### config.mk
export PLATFORM = sky130hd
export DESIGN_NAME = eip_ext_irq
export DESIGN_NICKNAME = d
export VERILOG_FILES = /design/src/eip_pkg.sv /design/src/eip_ext_irq.sv
export VERILOG_INCLUDE_DIRS = /design/src
export SDC_FILE = /design/constraint.sdc
export NUM_CORES = 1
export LEC_CHECK = 0
export BUFFER_PORTS_ARGS = -buffer_cell sky130_fd_sc_hd__buf_4
export CORE_AREA = 3 3 109 111
export DETAILED_ROUTE_END_ITERATION = 8
export DIE_AREA = 0 0 112 114
export GPL_TIMING_DRIVEN = 1
export PLACE_DENSITY_LB_ADDON = 0.2
export SLEW_MARGIN = 10
export SYNTH_ARGS = -nofsm -noshare
export SYNTH_HDL_FRONTEND = slang
export SYNTH_SLANG_ARGS = --single-unit
export TNS_END_PERCENT = 100
### constraint.sdc
create_clock -name clk -period 5.95 [get_ports clk]
set_input_delay 0.595 -clock clk [delete_from_list [all_inputs] [get_ports clk]]
set_output_delay 0.595 -clock clk [all_outputs]
set_load 0.01 [all_outputs]
### src/eip_params.svh
`ifndef EIP_PARAMS_SVH
`define EIP_PARAMS_SVH

// ****************************************************************
// Register indices (byte address = 4 * index)
// ****************************************************************
`define EIP_IDX_PC_FLAGS 10'h01B
`define EIP_IDX_EXT_FLAGS 10'h01C
`define EIP_IDX_EXT_MASK 10'h01D
`define EIP_IDX_GRP_EN 10'h068
`define EIP_IDX_SENSE 10'h069
`define EIP_IDX_BANK_MASK0 10'h06B
`define EIP_IDX_BANK_MASK1 10'h06C
`define EIP_IDX_BANK_MASK2 10'h06D
`define EIP_IDX_BANK_MASK3 10'h073

// ****************************************************************
// Field layout and reset values
// ****************************************************************
`define EIP_SENSE_FIELD_W 2
`define EIP_BANK_W 8
`define EIP_REG_RESET 8'h00
`define EIP_RESP_OKAY 2'h0
`define EIP_RESP_SLVERR 2'h2

`endif

### src/eip_pkg.sv
package eip_pkg;

  // ****************************************************************
  // Sizes
  // ****************************************************************
  localparam int EIP_NUM_DED = 3;
  localparam int EIP_NUM_BANKS = 4;
  localparam int EIP_ADDR_W = 12;

  // ****************************************************************
  // Sense select encoding {sense_select_high, sense_select_low}
  // ****************************************************************
  typedef enum logic [1:0] {
    EIP_SENSE_LOW = 2'b00,
    EIP_SENSE_ANY = 2'b01,
    EIP_SENSE_FALL = 2'b10,
    EIP_SENSE_RISE = 2'b11
  } eip_sense_t;

  // ****************************************************************
  // Carriers
  // ****************************************************************
  typedef struct packed {
    logic awvalid;
    logic [EIP_ADDR_W-1:0] awaddr;
    logic wvalid;
    logic [31:0] wdata;
    logic [3:0] wstrb;
    logic bready;
    logic arvalid;
    logic [EIP_ADDR_W-1:0] araddr;
    logic rready;
  } eip_axi_req_t;

  typedef struct packed {
    logic awready;
    logic wready;
    logic bvalid;
    logic [1:0] bresp;
    logic arready;
    logic rvalid;
    logic [31:0] rdata;
    logic [1:0] rresp;
  } eip_axi_rsp_t;

  typedef struct packed {
    logic [EIP_NUM_DED-1:0] dedicated_irq_pins;
    logic [EIP_NUM_BANKS*8-1:0] pin_change_inputs;
  } eip_pins_t;

  typedef struct packed {
    logic [EIP_NUM_DED-1:0] ext_irq_ack;
    logic [EIP_NUM_BANKS-1:0] pin_change_ack;
  } eip_ack_t;

  typedef struct packed {
    logic [EIP_NUM_DED-1:0] ext_irq_request;
    logic [EIP_NUM_BANKS-1:0] pin_change_request_group;
    logic wake_request;
  } eip_irq_t;

  typedef struct packed {
    eip_axi_rsp_t rsp;
    logic aw_got;
    logic w_got;
    logic [EIP_ADDR_W-1:0] waddr;
    logic [7:0] wdata;
    logic wstrb0;
    logic [EIP_NUM_DED-1:0] ext_mask;
    logic [EIP_NUM_BANKS-1:0] grp_en;
    logic [2*EIP_NUM_DED-1:0] sense;
    logic [EIP_NUM_DED-1:0] ext_flags;
    logic [EIP_NUM_BANKS-1:0] pc_flags;
    logic [EIP_NUM_BANKS-1:0][7:0] bank_mask;
    logic [EIP_NUM_DED-1:0] ded_prev;
    logic [EIP_NUM_BANKS*8-1:0] pc_prev;
    eip_irq_t irq;
  } eip_state_t;

endpackage
### src/eip_ext_irq.sv
// How it works
// - A toggle on an enabled input of bank 3..0 raises pin-change group 3..0.
// - Pins are watched whatever their direction, so software writes can interrupt.
// - Pin-change activity is seen on raw input samples, not a gated I/O clock.
// - Two-bit sense select per pin: low level, any edge, falling, rising.
// - Low-level mode keeps requesting, when enabled, while the pin stays low.
// - Low levels and edges on dedicated pins can raise wake while sleeping.
// - A level that vanishes before start-up wakes the part but gives no request.
// - Sense register bits 7:6 read zero; bits 5:0 hold the three selects.
// - Dedicated request needs global enable and its mask bit in bits 2:0.
// - Pulses lasting at least one clock sample produce an interrupt.
// - A configured edge sets the pin flag; core handler entry clears it.
// - Writing one to a dedicated flag clears it; zero leaves it.
// - In low-level mode the dedicated flag is held cleared.
// - Sleep with a pin disabled forces its input low, which may set its flag.
// - Group enable bits 3..0 with the global enable gate the group requests.
// - Only mask-enabled pins of a bank feed that bank's request.
// - Group flag sets on a change; handler entry or writing one clears it.
// - Cleared mask bits block their pins; all masks reset to zero.
`timescale 1ns/1ps
`default_nettype none
`include "eip_params.svh"

module eip_ext_irq (
  // Clock and reset
  input wire logic clk,
  input wire logic rst,
  // AXI4-Lite register port
  input wire eip_pkg::eip_axi_req_t axi_req,
  output var eip_pkg::eip_axi_rsp_t axi_rsp,
  // Pins
  input wire eip_pkg::eip_pins_t pins,
  // Core side
  input wire logic global_irq_enable,
  input wire logic sleep_active,
  input wire eip_pkg::eip_ack_t core_ack,
  output var eip_pkg::eip_irq_t irq
);
  import eip_pkg::*;

  // ****************************************************************
  // Helpers
  // ****************************************************************
  function automatic logic [9:0] reg_index(input logic [EIP_ADDR_W-1:0] a);
    return a[11:2];
  endfunction

  function automatic logic reg_mapped(input logic [9:0] idx);
    logic hit;
    hit = 1'b0;
    case (idx)
      `EIP_IDX_PC_FLAGS, `EIP_IDX_EXT_FLAGS, `EIP_IDX_EXT_MASK,
      `EIP_IDX_GRP_EN, `EIP_IDX_SENSE, `EIP_IDX_BANK_MASK0,
      `EIP_IDX_BANK_MASK1, `EIP_IDX_BANK_MASK2, `EIP_IDX_BANK_MASK3: hit = 1'b1;
      default: hit = 1'b0;
    endcase
    return hit;
  endfunction

  function automatic logic [7:0] reg_read(input logic [9:0] idx, input eip_state_t st);
    logic [7:0] v;
    v = `EIP_REG_RESET;
    case (idx)
      `EIP_IDX_PC_FLAGS: v = {4'h0, st.pc_flags};
      `EIP_IDX_EXT_FLAGS: v = {5'h00, st.ext_flags};
      `EIP_IDX_EXT_MASK: v = {5'h00, st.ext_mask};
      `EIP_IDX_GRP_EN: v = {4'h0, st.grp_en};
      `EIP_IDX_SENSE: v = {2'h0, st.sense};
      `EIP_IDX_BANK_MASK0: v = st.bank_mask[0];
      `EIP_IDX_BANK_MASK1: v = st.bank_mask[1];
      `EIP_IDX_BANK_MASK2: v = st.bank_mask[2];
      `EIP_IDX_BANK_MASK3: v = st.bank_mask[3];
      default: v = `EIP_REG_RESET;
    endcase
    return v;
  endfunction

  // Edge qualification for one dedicated pin
  function automatic logic edge_hit(input eip_sense_t mode, input logic prev, input logic cur);
    logic hit;
    hit = 1'b0;
    unique case (mode)
      EIP_SENSE_LOW: hit = 1'b0;
      EIP_SENSE_ANY: hit = prev ^ cur;
      EIP_SENSE_FALL: hit = prev & ~cur;
      EIP_SENSE_RISE: hit = ~prev & cur;
    endcase
    return hit;
  endfunction

  // ****************************************************************
  // State
  // ****************************************************************
  eip_state_t s;
  eip_state_t n;
  logic [EIP_NUM_DED-1:0] ded_eff;
  logic [EIP_NUM_DED-1:0] ded_event;
  logic [EIP_NUM_DED-1:0] level_low;
  logic [EIP_NUM_DED-1:0] ded_src;
  logic [EIP_NUM_BANKS*8-1:0] pc_change;
  logic wr_fire;
  logic [9:0] wr_idx;
  eip_sense_t mode;

  assign axi_rsp = s.rsp;
  assign irq = s.irq;

  // ****************************************************************
  // Next-state logic
  // ****************************************************************
  always_comb begin
    n = s;
    mode = EIP_SENSE_LOW;
    // Asleep with the pin disabled, its input buffer is off and reads low
    ded_eff = pins.dedicated_irq_pins & ~({EIP_NUM_DED{sleep_active}} & ~s.ext_mask);
    // Bus write: address and data are taken independently, in either order
    if (axi_req.awvalid && s.rsp.awready) begin
      n.aw_got = 1'b1;
      n.waddr = axi_req.awaddr;
      n.rsp.awready = 1'b0;
    end
    if (axi_req.wvalid && s.rsp.wready) begin
      n.w_got = 1'b1;
      n.wdata = axi_req.wdata[7:0];
      n.wstrb0 = axi_req.wstrb[0];
      n.rsp.wready = 1'b0;
    end
    wr_fire = n.aw_got && n.w_got;
    wr_idx = reg_index(n.waddr);
    if (wr_fire) begin
      n.aw_got = 1'b0;
      n.w_got = 1'b0;
      n.rsp.bvalid = 1'b1;
      n.rsp.bresp = reg_mapped(wr_idx) ? `EIP_RESP_OKAY : `EIP_RESP_SLVERR;
      // Only byte lane 0 carries register bits
      if (n.wstrb0) begin
        case (wr_idx)
          `EIP_IDX_PC_FLAGS: n.pc_flags = s.pc_flags & ~n.wdata[3:0];
          `EIP_IDX_EXT_FLAGS: n.ext_flags = s.ext_flags & ~n.wdata[2:0];
          `EIP_IDX_EXT_MASK: n.ext_mask = n.wdata[2:0];
          `EIP_IDX_GRP_EN: n.grp_en = n.wdata[3:0];
          `EIP_IDX_SENSE: n.sense = n.wdata[5:0];
          `EIP_IDX_BANK_MASK0: n.bank_mask[0] = n.wdata;
          `EIP_IDX_BANK_MASK1: n.bank_mask[1] = n.wdata;
          `EIP_IDX_BANK_MASK2: n.bank_mask[2] = n.wdata;
          `EIP_IDX_BANK_MASK3: n.bank_mask[3] = n.wdata;
          default: n.ext_mask = s.ext_mask;
        endcase
      end
    end
    if (s.rsp.bvalid && axi_req.bready) begin
      n.rsp.bvalid = 1'b0;
      n.rsp.awready = 1'b1;
      n.rsp.wready = 1'b1;
    end
    // Bus read
    if (axi_req.arvalid && s.rsp.arready) begin
      n.rsp.arready = 1'b0;
      n.rsp.rvalid = 1'b1;
      n.rsp.rdata = {24'h000000, reg_read(reg_index(axi_req.araddr), s)};
      n.rsp.rresp = reg_mapped(reg_index(axi_req.araddr)) ? `EIP_RESP_OKAY : `EIP_RESP_SLVERR;
    end
    if (s.rsp.rvalid && axi_req.rready) begin
      n.rsp.rvalid = 1'b0;
      n.rsp.arready = 1'b1;
    end
    // Handler entry clears flags; an event in the same cycle still wins below
    n.ext_flags = n.ext_flags & ~core_ack.ext_irq_ack;
    n.pc_flags = n.pc_flags & ~core_ack.pin_change_ack;
    // Dedicated pins, sampled regardless of pin direction
    for (int i = 0; i < EIP_NUM_DED; i++) begin
      mode = eip_sense_t'(s.sense[2*i +: 2]);
      ded_event[i] = edge_hit(mode, s.ded_prev[i], ded_eff[i]);
      level_low[i] = (mode == EIP_SENSE_LOW) && !ded_eff[i];
      if (ded_event[i]) begin
        n.ext_flags[i] = 1'b1;
      end
      if (mode == EIP_SENSE_LOW) begin
        n.ext_flags[i] = 1'b0;
      end
      // Level source is live, so a level that vanished gives no request
      ded_src[i] = (mode == EIP_SENSE_LOW) ? level_low[i] : n.ext_flags[i];
    end
    // Pin-change banks: masked inputs against their last sample
    pc_change = (pins.pin_change_inputs ^ s.pc_prev) & s.bank_mask;
    for (int g = 0; g < EIP_NUM_BANKS; g++) begin
      if (|pc_change[8*g +: 8]) begin
        n.pc_flags[g] = 1'b1;
      end
    end
    n.ded_prev = ded_eff;
    n.pc_prev = pins.pin_change_inputs;
    // Requests to the core
    n.irq.ext_irq_request = {EIP_NUM_DED{global_irq_enable}} & n.ext_mask & ded_src;
    n.irq.pin_change_request_group =
      {EIP_NUM_BANKS{global_irq_enable}} & n.grp_en & n.pc_flags;
    // Wake needs no global enable, only the local one
    n.irq.wake_request = sleep_active &&
      ((|(n.ext_mask & ded_src)) || (|(n.grp_en & n.pc_flags)));
  end

  always_ff @(posedge clk or posedge rst) begin
    if (rst) begin
      s <= '0;
      s.rsp.awready <= 1'b1;
      s.rsp.wready <= 1'b1;
      s.rsp.arready <= 1'b1;
    end else begin
      s <= n;
    end
  end

  logic clr_flag0;
  assign clr_flag0 = wr_fire && n.wstrb0 && (wr_idx == `EIP_IDX_EXT_FLAGS) && n.wdata[0]
    && !ded_event[0];
endmodule

`default_nettype wire

==> metrics, run 1 <==
met1 usage=0.330; Seq/Total Area, Yosys=0.514; Maximum Capacitance Violations=0; critical setup path kind=reg2reg; Max clock buf depth=2; Die ar.=12800 µm²; count of hold buffers inserted by post-cts repair=0; CP max stage cell=or4_1; Final Skew=0.00697 ns; R2R cell count=7; DR pass1 iterations=6; Slew Limit Headroom=0.333; Worst setup EP type=flip-flop; ANT cells=0; final worst-path cycle share=0.605; CTS clk-pin slew, worst paths=0.06 ns; vias after detailed routing=4717; Iter 0 DRT Violations=306; worst hold endpoint=s[28]; CP Launch Type=flip-flop; M3 GR Usage=0.0499; antenna-violating nets left=0; worst endpoint required time=6.36 ns; cells after synthesis=591; Worst Path Buf+Inv=0; largest net degree at the start of global routing=70; grt ovf=0; status=completed; asr flop ratio synth=1.00; Via-to-Cell Ratio=5.70; share of layout cells above drive strength 1=0.262; top cells by area, synth=dfrtp_1, mux2_2, buf_4, xor2_1, mux2i_1; Boundary Pins=160; detailed-route wire length per cell=17.9 µm; wire length of the first global-routing pass=24.1 mm; GR Util met2=0.386; CTS Root Cell=clkbuf_8; Core Region=10900 µm²; # H-tree levels=4; f_max=278 MHz; Slew @ Worst Pin=0.993 ns; CP startpoint=axi_rsp[40]; Final Hold Viols=0; CTS tree=yes; Post-CTS Setup Repair Bufs=0; flop2flop setup slack=2.35 ns; library cells used by synthesis=57; Commonest cells post-synth=dfrtp_1, nand2_1, buf_4; crit-path leading delay family=simple AND/OR/NAND/NOR gates; maximum vdd drop=0.205 mV; Yosys reg bits=131; Reg2Reg Launch Point=axi_rsp[40]; biggest area consumer among synthesized cells=dfrtp_1; multi-input logic area=2640 µm²; Num Clock Sinks=131; hold crit path type=in2reg; Skew-Pair Late Insertion Delay=0.53 ns; input/output buffers=102; Reg area=3280 µm²; hpwl dp=10.7 mm; Final min period=3.60 ns; fill cell count=838; Yosys top cell area share=0.502; Util after Layout=0.697; worst hold start=pins[20]; Num CTS Buffers=17; vias in the first global route=4773; Power Density=331 nW/µm²; dominant cell by count in the synthesized netlist=dfrtp_1; FF-to-FF End=irq[0]; TNS Setup=0 ns; area grow syn2layout=18.9%; die height=114 µm; Finish-stage setup viols=0; global routing's busiest layer=met2; Worst EP arrival=4.01 ns; Synth Area per Inst=10.8 µm²; mapped cell area=6380 µm²; WL final=14.8 mm; initial core utilization=0.586; drt drc=0; Total GRT Usage=0.240; Site Rows=38; largest stage delay on the critical path=0.65 ns; YS warnings=0; crit path cell chain=and2_1 > a21oi_1 > or4_1 > or3_1 > mux2_4 > a2111o_1 > o41a_1; Primary FF master, synth=dfrtp_1; CTS-repair resized insts=0; final-stage net count=792; crit-path max FO=13; Placer Congestion=0.848; DIE WIDTH=112 µm; WHS Path Cells=1; Post-synth EDFFs=0; RSZ-0062 raised after global routing=false; Leak=3.76 nW; Max Slew Vio Count=0; initial antenna violation count=0
==> per-stage QoR <==
stage	std cells	total power [mW]	setup WS, ns	hold slack, ns	instance area, µm²
after floorplan	616	1.33	1.86	0.447	6470
after global placement	796	1.46	2.35	0.460	6990
after detailed placement	796	1.48	2.33	0.467	6990
after CTS	828	2.52	2.40	0.176	7580
after global routing	828	2.62	2.24	0.172	7580
final	828	2.51	2.35	0.178	7580
==> where the power goes <==
group	switching [mW]	internal [mW]	total (mW)
sequential	0.0586	0.988	1.05
combinational	0.267	0.160	0.427
clock	0.398	0.640	1.04
==> metal layers <==
metal,up-vias,wire length [µm]
met2,217,7030
met4,0,211
li1,2180,-
met3,22,1070
met5,-,0
met1,2298,6480
==> layout make-up <==
| type | instances | area share |
|---|---|---|
| inverter | 29 | 0.0147 |
| clock buffer | 17 | 0.0546 |
| tap | 140 | 0.0231 |
| clock inverter | 15 | 0.0243 |
| multi-input combinational | 393 | 0.349 |
| sequential | 131 | 0.433 |
| timing repair buffer | 103 | 0.102 |
==> kinds of logic (layout without fill, tap and decap cells) <==
kind of cell             count (synthesis)  in the layout  share of synthesized area
XOR/XNOR                                32             32                     0.0439
flip-flops                             131            131                      0.514
AND/OR/NAND/NOR                        151            151                      0.116
adder cells (fa/ha/maj)                  6              6                     0.0118
buffers and inverters                   92            164                     0.0859
AO/OA/AOI/OAI                          116            116                      0.122
multiplexers                            62             62                      0.105
other                                    1             26                   0.000588
==> sequential cells by signal, indices dropped and copies added, names as in the netlist <==
signal and cells:
s 106, mode 2, axi_rsp 15, irq 8
==> worst register-to-register path, cell delays in order (launching register included) <==
cell	delay, ns
dfstp_2	0.63
and2_1	0.46
a21oi_1	0.16
or4_1	0.65
or3_1	0.53
mux2_4	0.36
a2111o_1	0.37
o41a_1	0.32
==> worst max path at each step <==
stage            endpoint  slack [ns]  depth (start not counted)
2_1_floorplan  axi_rsp[1]        1.86                          1
3_3_place_gp       irq[0]        2.35                          8
3_5_place_dp       irq[0]        2.33                          8
4_1_cts            irq[0]        2.40                          7
5_1_grt            irq[0]        2.24                          7
6_report           irq[0]        2.35                          7
==> layout by cell type (no fill, tap or decap), drive strengths merged, types with 25 or more instances in the layout <==
cell type,synthesis,layout
nand2,56,56
o21ai,29,29
xor2,32,32
inv,29,30
a21oi,25,25
conb,1,26
mux2,37,37
buf,53,103
mux2i,25,25
nor2,28,28
dfrtp,128,128
Power figures use the tool's default switching activity.
==> run 2: changes to the inputs <==
--- a/config.mk
+++ b/config.mk
@@ -7,9 +7,9 @@
 export NUM_CORES = 1
 export LEC_CHECK = 0
 export BUFFER_PORTS_ARGS = -buffer_cell sky130_fd_sc_hd__buf_4
-export CORE_AREA = 3 3 109 111
+export CORE_AREA = 3 3 120 122
 export DETAILED_ROUTE_END_ITERATION = 8
-export DIE_AREA = 0 0 112 114
+export DIE_AREA = 0 0 123 125
 export GPL_TIMING_DRIVEN = 1
 export PLACE_DENSITY_LB_ADDON = 0.2
 export SLEW_MARGIN = 10
==> constraint.sdc (replaced) <==
create_clock -name clk -period 3.2 [get_ports clk]
set_input_delay 0.32 -clock clk [delete_from_list [all_inputs] [get_ports clk]]
set_output_delay 0.32 -clock clk [all_outputs]
set_load 0.01 [all_outputs]
==> run 2 against run 1 <==
Effect of this change:
- non-clock buffer count rose by 13
- combinational power rose by 99%
- core utilization fell by 11 points
- register-to-register slack got worse by 2.2 ns
- first-iteration DRC count rose by 14%
- via count rose by 0.15%
- clock skew rose by 0.0019 ns
- die area rose by 20%
- routed wire length rose by 3.7%
- sequential share of layout area fell by 0.85 points
- largest cell class unchanged
- largest power group unchanged
- highest routed layer unchanged
==> metrics, run 2 (synthesis results as in run 1) <==
Total GRT Usage=0.208 (was 0.240); vias in the first global route=4962 (was 4773); wire length of the first global-routing pass=25.0 mm (was 24.1 mm); CP max stage cell=dfstp_2 (was or4_1); Site Rows=42 (was 38); Num Clock Sinks=131 (unchanged); Flop pwr share=0.415 (was 0.417); DIE WIDTH=123 µm (was 112 µm); critical setup path kind=reg2reg (unchanged); Combinational Power Share=0.182 (was 0.170); fill cell count=1126 (was 838); Final Skew=0.00883 ns (was 0.00697 ns); worst endpoint required time=3.50 ns (was 6.36 ns); detailed-route wire length per cell=17.5 µm (was 17.9 µm); RSZ-0062 raised after global routing=false (unchanged); hold crit path type=in2reg (unchanged); Core Region=13300 µm² (was 10900 µm²); most common cell after layout, fill and taps aside=dfrtp_1 (unchanged); crit path cell chain=and2_1 > a21oi_1 > or4_1 > or3_1 > mux2_4 > a2111o_1 > o41a_1 (unchanged); Maximum Capacitance Violations=0 (unchanged); Post-CTS Setup Repair Bufs=0 (unchanged); die height=125 µm (was 114 µm); final-stage net count=805 (was 792); crit-path max FO=6 (was 13); clock share of power=0.403 (was 0.413); ANT cells=0 (unchanged); Power Density=604 nW/µm² (was 331 nW/µm²); Pint=3.34 mW (was 1.79 mW); CTS tree=yes (unchanged); status=completed (unchanged); input/output buffers=102 (unchanged); # H-tree levels=4 (unchanged); Worst EP arrival=3.37 ns (was 4.01 ns); Slew Limit Headroom=0.421 (was 0.333); post-route setup slack=0.127 ns (was 2.35 ns); Top reg by flops=s (unchanged); Net Sw Power=1.33 mW (was 0.723 mW); count of hold buffers inserted by post-cts repair=0 (unchanged); max reg flops=106 (unchanged); area post-placement=7140 µm² (was 6990 µm²); TNS Setup=0 ns (unchanged); share of layout cells above drive strength 1=0.280 (was 0.262); hpwl dp=11.5 mm (was 10.7 mm); antenna-violating nets left=0 (unchanged); grt ovf=0 (unchanged); Worst setup EP type=flip-flop (unchanged); Worst Path Buf+Inv=0 (unchanged); largest net degree at the start of global routing=65 (was 70); Leak=3.81 nW (was 3.76 nW); final worst-path cycle share=0.960 (was 0.605); f_max=325 MHz (was 278 MHz); Final Cell Area=7740 µm² (was 7580 µm²); Final min period=3.07 ns (was 3.60 ns); Iter 0 DRT Violations=349 (was 306); Max Slew Vio Count=0 (unchanged); CTS clk-pin slew, worst paths=0.06 ns (about the same); Placer Congestion=0.866 (was 0.848); Num CTS Buffers=17 (unchanged); Sw Share=0.285 (was 0.288); area grow syn2layout=21.3% (was 18.9%); Max clock buf depth=2 (unchanged); CP Launch Type=flip-flop (unchanged); Finish-stage setup viols=0 (unchanged); Skew-Pair Late Insertion Delay=0.41 ns (was 0.53 ns); Via-to-Cell Ratio=5.39 (was 5.70); crit-path leading delay family=simple AND/OR/NAND/NOR gates (unchanged); vias after detailed routing=4724 (was 4717); Die ar.=15400 µm² (was 12800 µm²); Slew @ Worst Pin=0.867 ns (was 0.993 ns); initial core utilization=0.480 (was 0.586); WL final=15.3 mm (was 14.8 mm); initial antenna violation count=0 (unchanged); commonest non-fill, non-tap cells in the layout=dfrtp_1, buf_4, nand2_1 (unchanged); largest stage delay on the critical path=0.56 ns (was 0.65 ns); worst slack, placed=0.142 ns (was 2.33 ns); drt drc=0 (unchanged); CTS Root Cell=clkbuf_16 (was clkbuf_8); Final Hold Viols=0 (unchanged); DR pass1 iterations=7 (was 6); Boundary Pins=160 (unchanged); maximum vdd drop=0.415 mV (was 0.205 mV)
[run 2: metal layers]
metal	vias to the layer above	track usage	share of wire
met2	156	0.331	0.49
met4	0	0.0632	0.011
li1	2208	-	-
met3	14	0.0443	0.055
met5	-	0	0
met1	2346	0.289	0.44
[run 2: path summary, 6_finish.rpt]
path,start,to,slack [ns],depth (start not counted)
worst max register to register,axi_rsp[40],irq[0],0.13,7
worst min-delay path,pins[2],s[10],0.02,1
worst min register to register,s[116],s[117],0.49,1
min in group asynchronous,rst,s[88],0.08,2
worst max-delay path,axi_rsp[40],irq[0],0.13,7
max in group asynchronous,rst,axi_rsp[35],2.28,3
[run 2: timing repair]
item,in CTS,in global routing
setup endpoints to repair,0,1
gates resized for setup,0,3
hold endpoints to repair,0,0
[run 2: final cells by class]
| class | count | area (µm²) | area share |
|---|---|---|---|
| clock buffer | 18 | 439 | 0.0568 |
| tap | 176 | 220 | 0.0285 |
| multi-input combinational | 393 | 2660 | 0.344 |
| sequential | 131 | 3280 | 0.424 |
| clock inverter | 14 | 139 | 0.0180 |
| inverter | 29 | 113 | 0.0146 |
| timing repair buffer | 116 | 883 | 0.114 |
[run 2: power groups by stage]
stage / sequential (mW) / clock, mW / combinational (mW)
after global routing: 1.96 / 1.99 / 0.946
after detailed placement: 1.96 / 0 / 0.841
after global placement: 1.95 / 0 / 0.821
after CTS: 1.94 / 1.91 / 0.845
after floorplan: 1.93 / 0 / 0.542
final: 1.94 / 1.88 / 0.849
[run 2: stage by stage]
stage	util	hold slack (ns)	instances	total power [mW]
2_1_floorplan	-	0.351	616	2.48
3_3_place_gp	0.537	0.446	845	2.77
3_5_place_dp	0.537	0.445	845	2.80
4_1_cts	0.581	0.00823	877	4.69
5_1_grt	0.582	0.0132	877	4.90
6_report	0.582	0.0245	877	4.67
